### src/hw/ifd_regs.vh
`ifndef IFD_REGS_VH
`define IFD_REGS_VH
// ----------------------------------------------------------------
// instruction word field positions
// ----------------------------------------------------------------
`define IFD_OP_MSB        15
`define IFD_OP_LSB        12
`define IFD_N_MSB         11
`define IFD_N_LSB         8
`define IFD_M_MSB         7
`define IFD_M_LSB         4
`define IFD_LO_MSB        3
`define IFD_LO_LSB        0
`define IFD_D12_MSB       11
`define IFD_WORD_W        16
`define IFD_DATA_W        32
// ----------------------------------------------------------------
// register numbers and reset values
// ----------------------------------------------------------------
`define IFD_REG_ZERO      4'h0
`define IFD_RST_WORD      16'h0000
`define IFD_RST_DATA      32'h00000000
// ----------------------------------------------------------------
// instruction formats
// ----------------------------------------------------------------
`define IFD_FMT_ZERO      4'h0
`define IFD_FMT_N         4'h1
`define IFD_FMT_M         4'h2
`define IFD_FMT_NM        4'h3
`define IFD_FMT_MD        4'h4
`define IFD_FMT_ND4       4'h5
`define IFD_FMT_NMD       4'h6
`define IFD_FMT_D         4'h7
`define IFD_FMT_D12       4'h8
`define IFD_FMT_ND8       4'h9
`define IFD_FMT_I         4'hA
`define IFD_FMT_NI        4'hB
// ----------------------------------------------------------------
// operand addressing interpretation
// ----------------------------------------------------------------
`define IFD_AM_NONE       4'h0
`define IFD_AM_DIRECT     4'h1
`define IFD_AM_INDIRECT   4'h2
`define IFD_AM_POSTINC    4'h3
`define IFD_AM_PREDEC     4'h4
`define IFD_AM_INDEXED    4'h5
`define IFD_AM_REG_DISP   4'h6
`define IFD_AM_GBR_DISP   4'h7
`define IFD_AM_GBR_INDEX  4'h8
`define IFD_AM_PC_DISP    4'h9
`define IFD_AM_PC_REL     4'hA
`define IFD_AM_PC_REG     4'hB
`define IFD_AM_IMM        4'hC
`define IFD_AM_CTRL       4'hD
`define IFD_AM_ACCUM      4'hE
// ----------------------------------------------------------------
// access sizes
// ----------------------------------------------------------------
`define IFD_SZ_BYTE       2'h0
`define IFD_SZ_WORD       2'h1
`define IFD_SZ_LONG       2'h2
// ----------------------------------------------------------------
// immediate / displacement extension kinds
// ----------------------------------------------------------------
`define IFD_EX_NONE       3'h0
`define IFD_EX_ZERO8      3'h1
`define IFD_EX_SIGN8      3'h2
`define IFD_EX_TRAP8      3'h3
`define IFD_EX_DISP4      3'h4
`define IFD_EX_DISP8      3'h5
`define IFD_EX_REL8       3'h6
`define IFD_EX_REL12      3'h7
`define IFD_TRAP_SHIFT    2
`define IFD_REL_SHIFT     1
`endif

### src/hw/ifd_decoder.v
// Notes on behaviour
// - split 16-bit word into nibble fields by format
// - opcode bits pick each operand's addressing kind
// - single-register field at 11:8, control register other
// - register branch passes source field for pc add
// - multiply-accumulate: both fields post-increment sources
// - 4-bit displacement zero-extended, scaled by size
// - logical immediates zero-extended
// - move, add, compare-equal immediates sign-extended
`include "ifd_regs.vh"
module ifd_decoder (
  input  wire        core_clk,        // cpu clock
  input  wire        reset_n,         // synchronous reset, active low
  input  wire        fetch_valid,     // instruction word present
  input  wire [15:0] fetch_word,      // instruction word from fetch
  output reg         dec_valid,       // decoded fields valid
  output reg  [15:0] dec_word,        // word that was decoded
  output reg  [3:0]  dec_opcode,      // top opcode nibble
  output reg  [3:0]  dec_format,      // instruction format
  output reg  [3:0]  dec_src_reg,     // source register number
  output reg  [3:0]  dec_src_mode,    // source addressing kind
  output reg  [3:0]  dec_src2_reg,    // second source register
  output reg  [3:0]  dec_src2_mode,   // second source addressing kind
  output reg  [3:0]  dec_dst_reg,     // destination register number
  output reg  [3:0]  dec_dst_mode,    // destination addressing kind
  output reg  [1:0]  dec_size,        // access size
  output reg  [31:0] dec_operand      // extended immediate/displacement
);
  // ----------------------------------------------------------------
  // field slices
  // ----------------------------------------------------------------
  wire [3:0] op_hi;   // opcode nibble 15:12
  wire [3:0] fld_n;   // field 11:8
  wire [3:0] fld_m;   // field 7:4
  wire [3:0] fld_lo;  // field 3:0
  wire [31:0] ext_value;  // extender result
  assign op_hi  = fetch_word[`IFD_OP_MSB:`IFD_OP_LSB];
  assign fld_n  = fetch_word[`IFD_N_MSB:`IFD_N_LSB];
  assign fld_m  = fetch_word[`IFD_M_MSB:`IFD_M_LSB];
  assign fld_lo = fetch_word[`IFD_LO_MSB:`IFD_LO_LSB];
  // decode results, combinational
  reg [3:0] next_format, next_src_reg, next_src_mode;
  reg [3:0] next_src2_reg, next_src2_mode;
  reg [3:0] next_dst_reg, next_dst_mode;
  reg [1:0] next_size;
  reg [2:0] next_ext;

  // ----------------------------------------------------------------
  // format and operand decode
  // ----------------------------------------------------------------
  // default: source is field 7:4, destination is field 11:8
  always @* begin
    next_format    = `IFD_FMT_ZERO;
    next_src_reg   = fld_m;
    next_src_mode  = `IFD_AM_NONE;
    next_src2_reg  = `IFD_REG_ZERO;
    next_src2_mode = `IFD_AM_NONE;
    next_dst_reg   = fld_n;
    next_dst_mode  = `IFD_AM_NONE;
    next_size      = `IFD_SZ_LONG;
    next_ext       = `IFD_EX_NONE;
    case (op_hi)
      4'h0: begin
        case (fld_lo)
          4'h2, 4'h9, 4'hA: begin  // t bit or control/system reg into rn
            next_format   = `IFD_FMT_N;
            next_src_mode = fld_lo[0] ? `IFD_AM_NONE : `IFD_AM_CTRL;
            next_dst_mode = `IFD_AM_DIRECT;
          end
          4'h3: begin  // register-relative branch / subroutine
            next_format   = `IFD_FMT_M;
            next_src_reg  = fld_n;
            next_src_mode = `IFD_AM_PC_REG;
            next_dst_mode = `IFD_AM_NONE;
          end
          4'h4, 4'h5, 4'h6, 4'hC, 4'hD, 4'hE: begin  // r0-indexed store or load
            next_format   = `IFD_FMT_NM;
            next_src_mode = fld_lo[3] ? `IFD_AM_INDEXED : `IFD_AM_DIRECT;
            next_dst_mode = fld_lo[3] ? `IFD_AM_DIRECT : `IFD_AM_INDEXED;
            next_size     = fld_lo[1:0];
          end
          4'h7: begin  // register multiply
            next_format   = `IFD_FMT_NM;
            next_src_mode = `IFD_AM_DIRECT;
            next_dst_mode = `IFD_AM_DIRECT;
          end
          4'hF: begin  // long multiply-accumulate
            next_format    = `IFD_FMT_NM;
            next_src_mode  = `IFD_AM_POSTINC;
            next_src2_reg  = fld_n;
            next_src2_mode = `IFD_AM_POSTINC;
            next_dst_mode  = `IFD_AM_ACCUM;
          end
          default: next_format = `IFD_FMT_ZERO;
        endcase
      end
      4'h1, 4'h5: begin  // store / load with 4-bit displacement
        next_format   = `IFD_FMT_NMD;
        next_src_mode = op_hi[2] ? `IFD_AM_REG_DISP : `IFD_AM_DIRECT;
        next_dst_mode = op_hi[2] ? `IFD_AM_DIRECT : `IFD_AM_REG_DISP;
        next_ext      = `IFD_EX_DISP4;
      end
      4'h2: begin  // logic and compare forms unless a store
        next_format   = `IFD_FMT_NM;
        next_src_mode = `IFD_AM_DIRECT;
        next_dst_mode = `IFD_AM_DIRECT;
        if (!fld_lo[3]) begin  // store via @rn or @-rn
          next_dst_mode = fld_lo[2] ? `IFD_AM_PREDEC : `IFD_AM_INDIRECT;
          next_size     = fld_lo[1:0];
        end
      end
      4'h3: begin  // register arithmetic
        next_format   = `IFD_FMT_NM;
        next_src_mode = `IFD_AM_DIRECT;
        next_dst_mode = `IFD_AM_DIRECT;
      end
      4'h4: begin
        case (fld_lo)
          4'hF: begin  // word multiply-accumulate
            next_format    = `IFD_FMT_NM;
            next_src_mode  = `IFD_AM_POSTINC;
            next_src2_reg  = fld_n;
            next_src2_mode = `IFD_AM_POSTINC;
            next_dst_mode  = `IFD_AM_ACCUM;
            next_size      = `IFD_SZ_WORD;
          end
          4'h2, 4'h3: begin  // store control reg via @-rn
            next_format   = `IFD_FMT_N;
            next_src_mode = `IFD_AM_CTRL;
            next_dst_mode = `IFD_AM_PREDEC;
          end
          4'h6, 4'h7, 4'hA, 4'hE: begin  // load control reg from rm or @rm+
            next_format   = `IFD_FMT_M;
            next_src_reg  = fld_n;
            next_src_mode = fld_lo[3] ? `IFD_AM_DIRECT : `IFD_AM_POSTINC;
            next_dst_mode = `IFD_AM_CTRL;
          end
          4'hB: begin  // jump forms through @rm
            next_format   = `IFD_FMT_M;
            next_src_reg  = fld_n;
            next_src_mode = `IFD_AM_INDIRECT;
          end
          default: begin  // shifts, rotates, decrements on rn
            next_format   = `IFD_FMT_N;
            next_dst_mode = `IFD_AM_DIRECT;
          end
        endcase
      end
      4'h6: begin  // register moves unless a load
        next_format   = `IFD_FMT_NM;
        next_src_mode = `IFD_AM_DIRECT;
        next_dst_mode = `IFD_AM_DIRECT;
        if (!fld_lo[3]) begin  // load via @rm or @rm+
          next_src_mode = fld_lo[2] ? `IFD_AM_POSTINC : `IFD_AM_INDIRECT;
          next_size     = fld_lo[1:0];
        end
      end
      4'h7, 4'hE: begin  // add / move signed immediate to rn
        next_format   = `IFD_FMT_NI;
        next_src_mode = `IFD_AM_IMM;
        next_dst_mode = `IFD_AM_DIRECT;
        next_ext      = `IFD_EX_SIGN8;
      end
      4'h8: begin
        case (fld_n)
          4'h0, 4'h1: begin  // r0 store, 4-bit disp on field 7:4
            next_format   = `IFD_FMT_ND4;
            next_src_reg  = `IFD_REG_ZERO;
            next_src_mode = `IFD_AM_DIRECT;
            next_dst_reg  = fld_m;
            next_dst_mode = `IFD_AM_REG_DISP;
            next_size     = fld_n[1:0];
            next_ext      = `IFD_EX_DISP4;
          end
          4'h4, 4'h5: begin  // r0 load, 4-bit disp on field 7:4
            next_format   = `IFD_FMT_MD;
            next_src_mode = `IFD_AM_REG_DISP;
            next_dst_reg  = `IFD_REG_ZERO;
            next_dst_mode = `IFD_AM_DIRECT;
            next_size     = fld_n[1:0];
            next_ext      = `IFD_EX_DISP4;
          end
          4'h8: begin  // compare-equal with r0
            next_format   = `IFD_FMT_I;
            next_src_mode = `IFD_AM_IMM;
            next_dst_reg  = `IFD_REG_ZERO;
            next_dst_mode = `IFD_AM_DIRECT;
            next_ext      = `IFD_EX_SIGN8;
          end
          4'h9, 4'hB, 4'hD, 4'hF: begin  // conditional branches
            next_format   = `IFD_FMT_D;
            next_dst_mode = `IFD_AM_PC_REL;
            next_ext      = `IFD_EX_REL8;
          end
          default: next_format = `IFD_FMT_ZERO;
        endcase
      end
      4'h9, 4'hD: begin  // pc-relative load into rn
        next_format   = `IFD_FMT_ND8;
        next_src_mode = `IFD_AM_PC_DISP;
        next_dst_mode = `IFD_AM_DIRECT;
        next_size     = op_hi[2] ? `IFD_SZ_LONG : `IFD_SZ_WORD;
        next_ext      = `IFD_EX_DISP8;
      end
      4'hA, 4'hB: begin  // 12-bit pc-relative branch
        next_format   = `IFD_FMT_D12;
        next_dst_mode = `IFD_AM_PC_REL;
        next_ext      = `IFD_EX_REL12;
      end
      4'hC: begin
        next_src_reg = `IFD_REG_ZERO;
        next_dst_reg = `IFD_REG_ZERO;
        case (fld_n[3:2])
          2'h0: begin
            if (fld_n[1:0] == 2'h3) begin  // software trap
              next_format   = `IFD_FMT_I;
              next_src_mode = `IFD_AM_IMM;
              next_ext      = `IFD_EX_TRAP8;
            end else begin  // r0 store via gbr displacement
              next_format   = `IFD_FMT_D;
              next_src_mode = `IFD_AM_DIRECT;
              next_dst_mode = `IFD_AM_GBR_DISP;
              next_size     = fld_n[1:0];
              next_ext      = `IFD_EX_DISP8;
            end
          end
          2'h1: begin
            next_format   = `IFD_FMT_D;
            next_dst_mode = `IFD_AM_DIRECT;
            next_ext      = `IFD_EX_DISP8;
            if (fld_n[1:0] == 2'h3) begin  // effective address to r0
              next_src_mode = `IFD_AM_PC_DISP;
            end else begin  // r0 load via gbr displacement
              next_src_mode = `IFD_AM_GBR_DISP;
              next_size     = fld_n[1:0];
            end
          end
          default: begin  // logical immediate on r0 or on byte at r0+gbr
            next_format   = `IFD_FMT_I;
            next_src_mode = `IFD_AM_IMM;
            next_dst_mode = fld_n[2] ? `IFD_AM_GBR_INDEX : `IFD_AM_DIRECT;
            next_size     = fld_n[2] ? `IFD_SZ_BYTE : `IFD_SZ_LONG;
            next_ext      = `IFD_EX_ZERO8;
          end
        endcase
      end
      default: next_format = `IFD_FMT_ZERO;
    endcase
  end

  // ----------------------------------------------------------------
  // operand widening
  // ----------------------------------------------------------------
  ifd_extend u_extend (
    .ext_kind  (next_ext),
    .ext_size  (next_size),
    .ext_field (fetch_word[`IFD_D12_MSB:0]),
    .ext_value (ext_value)
  );

  // ----------------------------------------------------------------
  // output stage: one register stage, fields held when idle
  // ----------------------------------------------------------------
  always @(posedge core_clk) begin
    if (!reset_n) begin
      dec_valid     <= 1'b0;
      dec_word      <= `IFD_RST_WORD;
      dec_opcode    <= `IFD_FMT_ZERO;
      dec_format    <= `IFD_FMT_ZERO;
      dec_src_reg   <= `IFD_REG_ZERO;
      dec_src_mode  <= `IFD_AM_NONE;
      dec_src2_reg  <= `IFD_REG_ZERO;
      dec_src2_mode <= `IFD_AM_NONE;
      dec_dst_reg   <= `IFD_REG_ZERO;
      dec_dst_mode  <= `IFD_AM_NONE;
      dec_size      <= `IFD_SZ_BYTE;
      dec_operand   <= `IFD_RST_DATA;
    end else begin
      dec_valid <= fetch_valid;
      if (fetch_valid) begin  // capture only real words
        dec_word      <= fetch_word;
        dec_opcode    <= op_hi;
        dec_format    <= next_format;
        dec_src_reg   <= next_src_reg;
        dec_src_mode  <= next_src_mode;
        dec_src2_reg  <= next_src2_reg;
        dec_src2_mode <= next_src2_mode;
        dec_dst_reg   <= next_dst_reg;
        dec_dst_mode  <= next_dst_mode;
        dec_size      <= next_size;
        dec_operand   <= ext_value;
      end
    end
  end
endmodule

### src/hw/ifd_extend.v
`include "ifd_regs.vh"
// ----------------------------------------------------------------
// operand extender: widens immediate and displacement fields
// ----------------------------------------------------------------
module ifd_extend (
  input  wire [2:0]  ext_kind,   // extension kind
  input  wire [1:0]  ext_size,   // access size for scaling
  input  wire [11:0] ext_field,  // low 12 bits of the word
  output reg  [31:0] ext_value   // widened operand
);
  wire [31:0] zero4;   // zero-extended 4-bit field
  wire [31:0] zero8;   // zero-extended 8-bit field
  wire [31:0] sign8;   // sign-extended 8-bit field
  wire [31:0] sign12;  // sign-extended 12-bit field

  assign zero4  = {28'h0000000, ext_field[3:0]};
  assign zero8  = {24'h000000, ext_field[7:0]};
  assign sign8  = {{24{ext_field[7]}}, ext_field[7:0]};
  assign sign12 = {{20{ext_field[11]}}, ext_field[11:0]};

  // scaling by size is a plain shift: byte 0, word 1, long 2
  always @* begin
    case (ext_kind)
      `IFD_EX_ZERO8: ext_value = zero8;
      `IFD_EX_SIGN8: ext_value = sign8;
      `IFD_EX_TRAP8: ext_value = zero8 << `IFD_TRAP_SHIFT;
      `IFD_EX_DISP4: ext_value = zero4 << ext_size;
      `IFD_EX_DISP8: ext_value = zero8 << ext_size;
      `IFD_EX_REL8:  ext_value = sign8 << `IFD_REL_SHIFT;
      `IFD_EX_REL12: ext_value = sign12 << `IFD_REL_SHIFT;
      default:       ext_value = `IFD_RST_DATA;
    endcase
  end
endmodule

### config.mk
export PLATFORM = sky130hd
export DESIGN_NAME = ifd_decoder
export DESIGN_NICKNAME = d
export VERILOG_FILES = /design/src/hw/ifd_decoder.v /design/src/hw/ifd_extend.v
export VERILOG_INCLUDE_DIRS = /design/src /design/src/hw
export SDC_FILE = /design/constraint.sdc
export NUM_CORES = 1
export LEC_CHECK = 0
export BUFFER_PORTS_ARGS = -buffer_cell sky130_fd_sc_hd__clkbuf_2
export CAP_MARGIN = 40
export CORE_ASPECT_RATIO = 1.25
export CORE_MARGIN = 2
export CORE_UTILIZATION = 47
export DETAILED_ROUTE_END_ITERATION = 12
export PLACE_DENSITY = 0.71
export RECOVER_POWER = 100
export SYNTH_ARGS = -nofsm -noshare
export SYNTH_HDL_FRONTEND = slang
export SYNTH_SLANG_ARGS = --single-unit
### constraint.sdc
create_clock -name core_clk -period 2.3 [get_ports core_clk]
set_input_delay 0.46 -clock core_clk [delete_from_list [all_inputs] [get_ports core_clk]]
set_output_delay 0.46 -clock core_clk [all_outputs]
set_load 0.01 [all_outputs]
Word-level counts from Yosys, hierarchy flattened --
Index checks and enable logic that the tools add are counted.
Word-level totals: flip-flop bits (word level) 83, bits in latches 0, memory bits (writable) 0, bits in read-only memories 0, input bits 19, output and inout port bits 83, word-level logic and storage cells 137, memories kept 0
Cells by class: add/sub/neg operators 0, multiply operators 0, divide/modulo/power cells 0, order comparisons 0, equal/unequal tests 44, shift-type cells 2, mux-type cells 54, bitwise gates (word level) 0, reductions and logical operators 25
Operators by type and width (number):
- case mux 32 bit (7 select lines) | 1
- equality test 4 bit, second input constant | 19
- case mux 4 bit (9 select lines) | 2
- case mux 4 bit (4 select lines) | 4
- equality test 4 x 3 -> 1 bit, second input constant | 10
- 2-to-1 mux 4 bit | 10
- case mux 4 bit (2 select lines) | 5
- case mux 4 bit (3 select lines) | 3
- case mux 4 bit (8 select lines) | 1
- left shift 4 x 2 -> 32 bit | 1
- left shift 8 x 2 -> 32 bit | 1
- 2-to-1 mux 2 bit | 12
- 2-to-1 mux 3 bit | 8
- OR reduction 2 bit | 11
- case mux 4 bit (5 select lines) | 1
- case mux 3 bit (6 select lines) | 1
- equality test 4 x 2 -> 1 bit, second input constant | 4
- OR reduction 4 bit | 4
- equality test 3 bit, second input constant | 4
- case mux 2 bit (6 select lines) | 1
- OR reduction 6 bit | 2
- case mux 3 bit (3 select lines) | 1
- OR reduction 3 bit | 3
- equality test 4 x 1 -> 1 bit, second input constant | 2
- 12 further kinds | 14

Logic depth before layout (Yosys ltp) --
Gate-level depths: netlist (run 1).
depth in word-level cells 6, mapped depth 10, depth with buffers taken out 7

Modules after synthesis --
From an unflattened synthesis (run 1), not the netlist that was laid out.
Unflattened totals: cells, all modules 583, area total of the unflattened synthesis 4604.4 um^2
By module, submodules not included:
- ifd_decoder | instances 1, cells each 465, area an instance 3793.6 um^2, seq. area each 1521.5 um^2
- ifd_extend | instances 1, cells each 118, area an instance 810.8 um^2, seq. area each 0.0 um^2

Worst setup path after synthesis (run 1) --
Ideal clock, no wire load.
path type input port to flip-flop, start input fetch_word[13], end register dec_operand[9], arrival 2.020 ns, data required time 2.174 ns, setup slack 0.155 ns, stages 8, path buffers 1, path through buf_6 > nor4b_1 > a32oi_1 > nand3_2 > mux2i_1 > nor2_1 > a222oi_1 > o21ai_1
Between the ends: cells in the longest elaborated chain, start to end 5, elaborated cells between the ends (all ways) 31
Ends and longest elaborated chain:
- start: declaration | RTL line ifd_decoder.v:15 | input wire [15:0] fetch_word,
- equality test 4 bit, or another cell as far along | RTL line ifd_decoder.v:62 | case (op_hi)
- OR reduction 2 bit (on tied branches)
- case mux 2 bit (6 select lines) or case mux 3 bit (6 select lines) (tied branches) | RTL line ifd_decoder.v:62
- left shift 8 x 2 -> 32 bit, or another cell as far along | RTL line ifd_extend.v:28 | `IFD_EX_DISP8: ext_value = zero8 << ext_size;
- case mux 32 bit (7 select lines) * | RTL line ifd_extend.v:23 | case (ext_kind)
- end signal: assignment | RTL line ifd_decoder.v:277 | dec_operand <= `IFD_RST_DATA;
- end signal: assignment | RTL line ifd_decoder.v:291 | dec_operand <= ext_value;
- end: declaration | RTL line ifd_decoder.v:27 | output reg [31:0] dec_operand
Mark *: on every way between the ends. The rest lies on a longest branch, timed or not. A chain may end at the register's enable or synchronous reset.

Final worst setup path (run 1) --
start input fetch_word[3], end register dec_src_reg[0]
Between the ends: cells in the longest elaborated chain, start to end 4, elaborated cells between the ends (all ways) 10
Ends and longest elaborated chain:
- equality test 4 bit or equality test 4 x 3 -> 1 bit (tied branches) | RTL line ifd_decoder.v:118 | case (fld_lo)
- OR reduction 5 bit (no line)
- 2-to-1 mux 4 bit | RTL line ifd_decoder.v:118
- case mux 4 bit (4 select lines) * | RTL line ifd_decoder.v:62
- end signal: assignment | RTL line ifd_decoder.v:270 | dec_src_reg <= `IFD_REG_ZERO;
- end signal: assignment | RTL line ifd_decoder.v:284 | dec_src_reg <= next_src_reg;
- end: declaration | RTL line ifd_decoder.v:20 | output reg [3:0] dec_src_reg,
Marks and branches as above.

==> summary.md, run 1 <==
| Metric | Value |
|---|---|
| Die span in y | `slightly above 100 um` |
| CTS Sinks | `57` |
| Worst Hold Launch | `dec_operand[1]` |
| Final antenna diode count | `0` |
| #FFs+latches synth | `57` |
| Core outline area | `7790 um^2` |
| Layout cell share with drive strength beyond 1 | `0.180` |
| Setup violators final | `0` |
| Biggest regs | `dec_word (16), dec_operand (13)` |
| Critical Path Source Type | `input port` |
| Gr usage total | `0.290` |
| Fin nets | `615` |
| Routed len/inst | `18.2 um` |
| Initial drt markers | `305` |
| Grt ovf | `0` |
| Antenna Violating Nets Remaining | `0` |
| Pwr dens | `585 nW/um^2` |
| Setup Fix Bufs, Post-CTS | `0` |
| Synth cell count leaders | `dfxtp_1, nand2_1, nor2_1` |
| Status | `completed` |
| Detail Placement HPWL | `9330 um` |
| CP Launch Point | `fetch_word[3]` |
| Global-route wire length before repair | `between 20,000 and 25,000 um` |
| Fmax | `471 MHz` |
| Critical path fanouts, max | `10` |
| Via count | `just over 4k` |
| Ys flop type | `dfxtp_1` |
| Vias in the first global route | `3,868` |
| VDD IR max | `0.443 mV` |
| Fin crit period | `2.12 ns` |
| Slew Limit Headroom | `0.437` |
| Final setup TNS | `0 ns` |
| FILL cells | `~800` |
| Max H-tree Level | `3` |
| Critical Path RT | `2.49 ns` |
| Top cell type's share of synthesized area | `0.304` |
| Count leader, synth | `dfxtp_1` |
| Io pins | `around 100` |
| Synthesized area per cell | `approximately 7.6 um^2` |
| Synth area leaders | `dfxtp_1, nand2_1, buf_4, a21oi_1, nor2_1` |
| Routability-driven placement congestion ratio | `0.997` |
| CTS Root Cell | `clkbuf_8` |
| Post-synthesis sequential area ratio | `0.304` |
| I/O Buffers | `99` |
| RSZ-0062 raised after global routing | `false` |
| Die ar. | `8710 um^2` |
| Routed wire length | `12,600 um` |
| Mapped cell area | `3750 um^2` |
| Worst r2r src | `dec_operand[30]` |
| Largest net degree at the start of global routing | `30` |
| Arr. time, crit path | `2.31 ns` |
| Initial Util | `0.481` |
| Multi-input logic area | `2170 um^2` |
| Max-slew violation count | `0` |
| Num CTS Buffers | `9` |
| Kind of critical path | `in2reg` |
| # DRC | `0` |
| Antenna violations before repair | `0` |
| Yosys warns | `0` |
| Die width | `approximately 84 um` |
| Cts hold-fix bufs | `0` |
| CTS max path bufs | `2` |
| Leak Pwr | `1.75 nW` |
| Hold Fails Final Rpt | `0` |
| Clk slew on worst S/H paths | `0.07 ns` |
| PostCTS Resize Cnt | `0` |
| Max reg flops | `16` |
| Endpoint class of the critical path | `register` |
| Maxcap violations | `0` |
| Final Cycle Share | `0.922` |
| Measured slew at the worst slew-check pin | `0.844 ns` |
| FFs w/ async S/R, synth | `0` |
| Yosys cell types | `between 60 and 70` |
| Mapped Cells | `around 500` |
| Storage cell area | `1140 um^2` |
| Post-route cell area | `about 4500 um^2` |
| CTS tree | `built` |
| DR vias/cell | `5.96` |
| Skew final | `0 ns` |
| Pre-Repair DR Iteration Count | `5` |
| Clk_lat worst skew | `0.34 ns` |
| Reg with most FFs | `dec_word` |
| Post-DP Area | `4450 um^2` |
| Min-Delay Path Class | `reg2reg` |
| Most area-hungry cell type in the Yosys netlist | `dfxtp_1` |
| P&R area growth vs syn | `20.4%` |
| Number of enable flip-flop cells after synthesis | `0` |
| Row cnt | `36` |
-- worst max-delay path: stages --
cell,delay [ns]
clkbuf_1,0.11
clkbuf_1,0.27
or2_2,0.39
nor3_1,0.23
a21oi_1,0.07
nand2_1,0.07
nand4_1,0.24
a221oi_1,0.39
nor3_1,0.08
-- routing by layer --
layer / wire (um) / global-route usage
met5: 0 / 0
met4: 485 / 0.119
met3: 994 / 0.0563
met2: 6050 / 0.485
met1: 5110 / 0.363
-- final timing paths --
path | endpoint | slack [ns] | cells past startpoint
worst min-delay path | dec_operand[1] | 0.47 | 2
worst max register to register | dec_operand[30] | 1.30 | 2
worst max-delay path | dec_src_reg[0] | 0.18 | 9
worst min register to register | dec_operand[1] | 0.47 | 2
-- kinds of logic (layout without fill, tap and decap cells) --
group,Yosys count,in the layout,synth area share
AND/OR/NAND/NOR,195,195,0.265
AO/OA/AOI/OAI,146,146,0.264
buffers and inverters,79,183,0.114
flip-flops,57,57,0.304
multiplexers,18,18,0.0517
other,1,2,0.00100
-- where the power goes --
group          switching, mW  internal [mW]  total, mW
clock network          0.446          0.500      0.945
registers             0.0317           1.04       1.07
logic                  0.383          0.240      0.623
total                  0.861           1.78       2.64
-- final cells by class --
type | instances | share of cell area
well taps | 95 | 0.0263
clock inverters | 7 | 0.0155
repair buffers | 157 | 0.189
flip-flops and latches | 57 | 0.253
clock buffers | 9 | 0.0274
inverters | 10 | 0.00832
multi-input cells | 361 | 0.481
-- metrics by stage --
stage	total power [mW]	hold slack, ns	cells	setup slack [ns]	util
after floorplan	1.50	0.470	497	0.155	-
after global placement	1.73	0.436	680	0.00134	0.571
after detailed placement	1.73	0.454	680	-0.0428	0.571
after CTS	2.67	0.459	696	0.306	0.596
after global routing	2.75	0.494	696	0.0898	0.579
final	2.64	0.466	696	0.179	0.579
-- layout by cell type (no fill, tap or decap), types with 4 or more instances in the layout --
master	n
nor2_1	52
and2_0	4
and2_1	5
a221oi_1	10
o21ai_0	27
o31ai_1	5
mux2i_1	16
nor3_1	18
nor2b_1	9
dfxtp_1	57
clkbuf_2	15
buf_4	52
a21oi_1	39
nand3_1	12
clkbuf_1	87
inv_1	10
a21o_1	4
o2bb2ai_1	8
nand2_1	56
a211oi_1	4
a22oi_1	7
nand2b_1	8
a222oi_1	4
clkbuf_8	9
a31oi_1	11
nand4_1	5
Note: power is estimated with default switching activity, not from simulation.
==> run 2, diff against run 1 <==
--- a/config.mk
+++ b/config.mk
@@ -12,7 +12,7 @@
 export CORE_MARGIN = 2
 export CORE_UTILIZATION = 47
 export DETAILED_ROUTE_END_ITERATION = 12
-export PLACE_DENSITY = 0.71
+export PLACE_DENSITY = 0.76
 export RECOVER_POWER = 100
 export SYNTH_ARGS = -nofsm -noshare
 export SYNTH_HDL_FRONTEND = slang
==> run 2 against run 1 <==
Effect of this change:
- clock skew stayed put
- core utilization stayed put
- power is 4.4% higher
- design area stayed put
- via count is 0.22% lower
- non-clock buffer count is 2 lower
- largest cell class unchanged
- global-route usage is 1.6 points higher
- first-iteration DRC count is 3.3% higher
- highest routed layer unchanged
- critical path type unchanged
- sequential share of layout area stayed put
==> summary.md, run 2 (synthesis results as in run 1) <==
| Metric | Value |
|---|---|
| Status | `completed` |
| Leak Pwr | `1.75 nW` |
| Die span in y | `104 um` |
| Pre-Repair DR Iteration Count | `5` |
| Biggest regs | `dec_word (16), dec_operand (13)` |
| Grt ovf | `0` |
| VDD IR max | `0.430 mV` |
| Hold depth | `2` |
| Initial Util | `0.481` |
| Hold Fails Final Rpt | `0` |
| # DRC | `0` |
| Arr. time, crit path | `2.33 ns` |
| Fmax | `~480 MHz` |
| Critical Path Source Type | `input port` |
| Post-DP Area | `4420 um^2` |
| Die ar. | `8710 um^2` |
| Pwr dens | `611 nW/um^2` |
| Gr usage total | `0.306` |
| Worst Reg-to-Reg Cells | `2` |
| CTS tree | `built` |
| Storage cell area | `1140 um^2` |
| Reg-to-reg slack, setup | `1.31 ns` |
| Pwr Total | `~2.8 mW` |
| Max H-tree Level | `3` |
| Skew final | `0 ns` |
| Fin util | `0.579` |
| I/O Buffers | `between 90 and 100` |
| CTS Root Cell | `clkbuf_8` |
| Antenna violations before repair | `0` |
| Fin nets | `around 600` |
| Largest net degree at the start of global routing | `34` |
| Fin cells | `693` |
| Cell Chain, Critical Path | `clkbuf_2, nor4b_1, clkbuf_1, a22o_1, a211oi_1, buf_4, nor3b_4, o21ai_0, a31oi_1` |
| Slew Limit Headroom | `0.0431` |
| FILL cells | `835` |
| Kind of critical path | `in2reg` |
| Placement Setup Slack | `-0.0627 ns` |
| RSZ-0062 raised after global routing | `false` |
| Clk_lat worst skew | `0.33 ns` |
| CTS max path bufs | `2` |
| PostCTS Resize Cnt | `0` |
| CTS Sinks | `57` |
| Maxcap violations | `0` |
| Routed len/inst | `19.1 um` |
| Max-slew violation count | `0` |
| Cells after DPL | `between 600 and 700` |
| Most frequent cells in the layout | `clkbuf_1, dfxtp_1, nand2_1` |
| Antenna Violating Nets Remaining | `0` |
| Most common cell after layout, fill and taps aside | `clkbuf_1` |
| Routed wire length | `13,200 um` |
| Vias in the first global route | `4,098` |
| Core outline area | `7790 um^2` |
| Final setup TNS | `0 ns` |
| Max reg flops | `16` |
| Cts hold-fix bufs | `0` |
| Worst setup margin | `0.227 ns` |
| Endpoint class of the critical path | `register` |
| Final Cycle Share | `0.901` |
| Critical path fanouts, max | `8` |
| Final hold slack | `0.450 ns` |
| Min-Delay Path Class | `reg2reg` |
| Layout cell share with drive strength beyond 1 | `0.172` |
| Die width | `83.9 um` |
| Multi-input logic area | `2180 um^2` |
| Initial drt markers | `315` |
| Num CTS Buffers | `9` |
| Delay of the slowest critical-path stage | `between 0.4 and 0.5 ns` |
| Routability-driven placement congestion ratio | `between 0.9 and 1` |
| Hold EP | `dec_operand[1]` |
| Reg with most FFs | `dec_word` |
| Post-route cell area | `4510 um^2` |
| Setup violators final | `0` |
| P&R area growth vs syn | `20.4%` |
| Reg-to-reg endpoint | `dec_operand[30]` |
| Worst r2r src | `dec_operand[30]` |
| CP max-delay cell | `nor4b_1` |
| Final antenna diode count | `0` |
| DR vias/cell | `5.97` |
| Io pins | `102` |
| Clk slew on worst S/H paths | `approximately 0.07 ns` |
| Measured slew at the worst slew-check pin | `1.44 ns` |
| Global-route wire length before repair | `21,300 um` |
| Fin crit period | `2.07 ns` |
| Worst Hold Launch | `dec_operand[1]` |
| Critical Path RT | `2.56 ns` |
| Detail Placement HPWL | `10,100 um` |
| Setup Fix Bufs, Post-CTS | `0` |
| Row cnt | `36` |
| Via count | `about 4.1k` |
run 2: changes by cell type in the layout (fill, tap and decap cells not counted), sizes merged:
cell      delta
clkinvlp     -1
bufinv       +1
buf          -5
clkinv       -2
clkbuf       +4
run 2: worst max-delay path, delay by kind of cell:
kind            cells  cell delay, ns
compound gates      4            0.60
buf+inv             3            0.51
simple gates        2            0.76
run 2: layout make-up:
class | instances | share of cell area
Tap cell | 95 | 0.0263
Clock inverter | 5 | 0.0175
Timing Repair Buffer | 155 | 0.181
Multi-Input combinational cell | 361 | 0.483
Sequential cell | 57 | 0.253
Inverter | 10 | 0.00832
Clock buffer | 10 | 0.0305
run 2: worst max-delay path by stage:
stage,start,end,cells past startpoint
after floorplan,fetch_word[13],dec_operand[9],8
after global placement,fetch_word[14],dec_src_mode[2],9
after detailed placement,fetch_word[14],dec_src_mode[2],9
after CTS,fetch_word[14],dec_src_mode[2],9
after global routing,fetch_word[15],dec_operand[2],9
final,fetch_word[15],dec_operand[2],9
run 2: report_power, final:
part | switching (mW) | internal [mW] | leakage [nW] | total, mW
registers | 0.0333 | 1.04 | 0.468 | 1.07
clock network | 0.419 | 0.634 | 0.113 | 1.05
logic | 0.391 | 0.239 | 1.17 | 0.630
total | 0.843 | 1.91 | 1.75 | 2.76
run 2: metal layers:
| metal | GRT usage | vias to the layer above | share of wire | wire, um |
|---|---|---|---|---|
| met5 | 0 | - | 0 | 0 |
| met4 | 0.162 | 0 | 0.045 | 599 |
| met3 | 0.0508 | 43 | 0.055 | 729 |
| met2 | 0.538 | 184 | 0.51 | 6720 |
| met1 | 0.350 | 1954 | 0.39 | 5200 |
| li1 | - | 1957 | - | - |
==> run 3, diff against run 2 <==
--- a/config.mk
+++ b/config.mk
@@ -8,12 +8,13 @@
 export LEC_CHECK = 0
 export BUFFER_PORTS_ARGS = -buffer_cell sky130_fd_sc_hd__clkbuf_2
 export CAP_MARGIN = 40
-export CORE_ASPECT_RATIO = 1.25
+export CORE_ASPECT_RATIO = 1.2
 export CORE_MARGIN = 2
 export CORE_UTILIZATION = 47
 export DETAILED_ROUTE_END_ITERATION = 12
-export PLACE_DENSITY = 0.76
+export PLACE_DENSITY = 0.74
 export RECOVER_POWER = 100
 export SYNTH_ARGS = -nofsm -noshare
 export SYNTH_HDL_FRONTEND = slang
+export SYNTH_HIERARCHICAL = 1
 export SYNTH_SLANG_ARGS = --single-unit
==> run 3 against run 2 <==
Effect of this change:
- final cell count rose by 23%
- clock skew unchanged
- routed wire length increased by 23%
- maximum frequency decreased by 6.9%
- die area grew 22%
- critical path type unchanged
==> summary.md, run 3 <==
| Metric | Value |
|---|---|
| Leak Pwr | `2.52 nW` |
| Post-synthesis sequential area ratio | `0.330` |
| Critical path fanouts, max | `7` |
| Routability-driven placement congestion ratio | `0.941` |
| Clk slew on worst S/H paths | `around 0.07 ns` |
| CTS Root Cell | `clkbuf_16` |
| CTS tree | `built` |
| Measured slew at the worst slew-check pin | `1.30 ns` |
| Reg with most FFs | `dec_operand` |
| Mapped Cells | `between 500 and 600` |
| Seq pwr share | `0.379` |
| P&R area growth vs syn | `32.9%` |
| Fin nets | `747` |
| Antenna Violating Nets Remaining | `0` |
| Final setup TNS | `0 ns` |
| Global-route wire length before repair | `25,700 um` |
| Most frequent cells in the layout | `buf_4, clkbuf_1, dfxtp_1` |
| Row cnt | `39` |
| Max-slew violation count | `0` |
| RSZ-0062 raised after global routing | `true` |
| Initial Util | `0.484` |
| Antenna violations before repair | `0` |
| Switching fraction of total power | `0.296` |
| Die width | `94.4 um` |
| Critical Path RT | `2.52 ns` |
| Hold Fails Final Rpt | `0` |
| Kind of critical path | `in2reg` |
| Min-Delay Path Class | `reg2reg` |
| Synth cell count leaders | `dfxtp_1, nor2_1, mux2i_1` |
| CTS Sinks | `76` |
| Synth area leaders | `dfxtp_1, mux2i_1, nor2_1, buf_4, nand2_1` |
| Initial drt markers | `408` |
| Via count | `4,962` |
| FFs w/ async S/R, synth | `0` |
| Detail Placement HPWL | `11,900 um` |
| Max reg flops | `32` |
| Ys flop type | `dfxtp_1` |
| Yosys cell types | `67` |
| Vias in the first global route | `4,966` |
| Clk network pwr share | `0.383` |
| Synthesized area per cell | `approximately 7.9 um^2` |
| Reg-to-reg slack, setup | `1.13 ns` |
| Final hold slack | `approximately 0.45 ns` |
| Fmax | `449 MHz` |
| Pwr dens | `614 nW/um^2` |
| Yosys warns | `6` |
| Io pins | `102` |
| #FFs+latches synth | `76` |
| DR vias/cell | `5.80` |
| Number of enable flip-flop cells after synthesis | `0` |
| Setup violators final | `0` |
| Post-route cell area | `6120 um^2` |
| Critical Path Source Type | `input port` |
| Worst setup margin | `0.0721 ns` |
| Core outline area | `9520 um^2` |
| Mapped cell area | `4600 um^2` |
| Die span in y | `112 um` |
| Fin crit period | `2.23 ns` |
| Switch Pwr | `1.11 mW` |
| Gr usage total | `0.311` |
| Top cell type's share of synthesized area | `0.330` |
| Post-DP Area | `5670 um^2` |
| Clk_lat worst skew | `0.33 ns` |
| Routed wire length | `between 15,000 and 20,000 um` |
| # DRC | `0` |
| Max H-tree Level | `3` |
| Die ar. | `10,600 um^2` |
| Placement Setup Slack | `-0.434 ns` |
| CTS max path bufs | `2` |
| Slew Limit Headroom | `0.134` |
| VDD IR max | `0.604 mV` |
| Largest net degree at the start of global routing | `31` |
| Skew final | `0 ns` |
| Fin util | `0.643` |
| Most common cell after layout, fill and taps aside | `buf_4` |
| Comb pwr share | `0.238` |
| Status | `completed` |
| Grt ovf | `0` |
| Biggest regs | `dec_operand (32), dec_word (16)` |
| Arr. time, crit path | `2.45 ns` |
| Most area-hungry cell type in the Yosys netlist | `dfxtp_1` |
| Num CTS Buffers | `9` |
| Final Cycle Share | `0.969` |
| Routed len/inst | `19.1 um` |
| Layout cell share with drive strength beyond 1 | `0.236` |
| I/O Buffers | `a little under 100` |
| Pre-Repair DR Iteration Count | `5` |
| Endpoint class of the critical path | `register` |
| Maxcap violations | `0` |
| Count leader, synth | `dfxtp_1` |
| Int Pwr | `2.64 mW` |
| Cts hold-fix bufs | `0` |
| Final antenna diode count | `0` |
## run 3: timing repair
item                       CTS  global route
pin swaps                    3            19
setup endpoints to repair    4            29
buffers inserted             3             9
resized for setup            2            48
gates cloned                 0             1
## run 3: cell type report
type / count / area [um^2]
inverter: 13 / 48.8
clock inverter: 5 / 60.1
fill: 861 / 3400
timing repair buffer: 211 / 1330
multi-input combinational: 417 / 2760
tap: 123 / 154
clock buffer: 10 / 239
sequential: 76 / 1520
## run 3: layer usage
metal | routed length, um | global-route usage
met1 | 6300 | 0.362
met2 | 8230 | 0.536
met3 | 1050 | 0.0638
met4 | 720 | 0.155
met5 | 0 | 0
## run 3: critical path: stages
cell and delay [ns]:
buf_8 0.11, or4b_4 0.56, nor2_4 0.16, a31oi_4 0.06, nand2_4 0.13, buf_12 0.13
mux2i_1 0.18, a211oi_1 0.09, or3_1 0.37, mux2i_1 0.14, nor2_1 0.06
## run 3: path summary, 6_finish.rpt
kind / startpoint / end / cells past startpoint
setup reg to reg: dec_src_mode[2] / dec_src_mode[2] / 4
hold / removal: dec_dst_mode[3] / dec_dst_mode[3] / 2
setup / recovery: fetch_word[14] / dec_operand[5] / 11
hold reg to reg: dec_dst_mode[3] / dec_dst_mode[3] / 2
## run 3: metrics by stage
step / cells / total power, mW
detailed placement: 827 / 2.28
CTS: 845 / 3.72
global route: 855 / 3.91
finish: 855 / 3.75
global placement: 827 / 2.27
floorplan: 584 / 1.97
## run 3: power by group through the flow
stage                     Sequential [mW]  Combinational (mW)  Clock (mW)
after floorplan                      1.48               0.493           0
after global placement               1.45               0.827           0
after detailed placement             1.45               0.834           0
after CTS                            1.42               0.846        1.46
after global routing                 1.43               0.964        1.52
final                                1.42               0.894        1.44
## run 3: kinds of logic (layout without fill, tap and decap cells)
logic type,count (synthesis),after routing,synth area share
XOR/XNOR,2,2,0.00381
flip-flops,76,76,0.330
other,1,2,0.000814
AND/OR/NAND/NOR,201,201,0.213
buffers and inverters,91,239,0.106
multiplexers,55,55,0.121
AO/OA/AOI/OAI,157,157,0.226
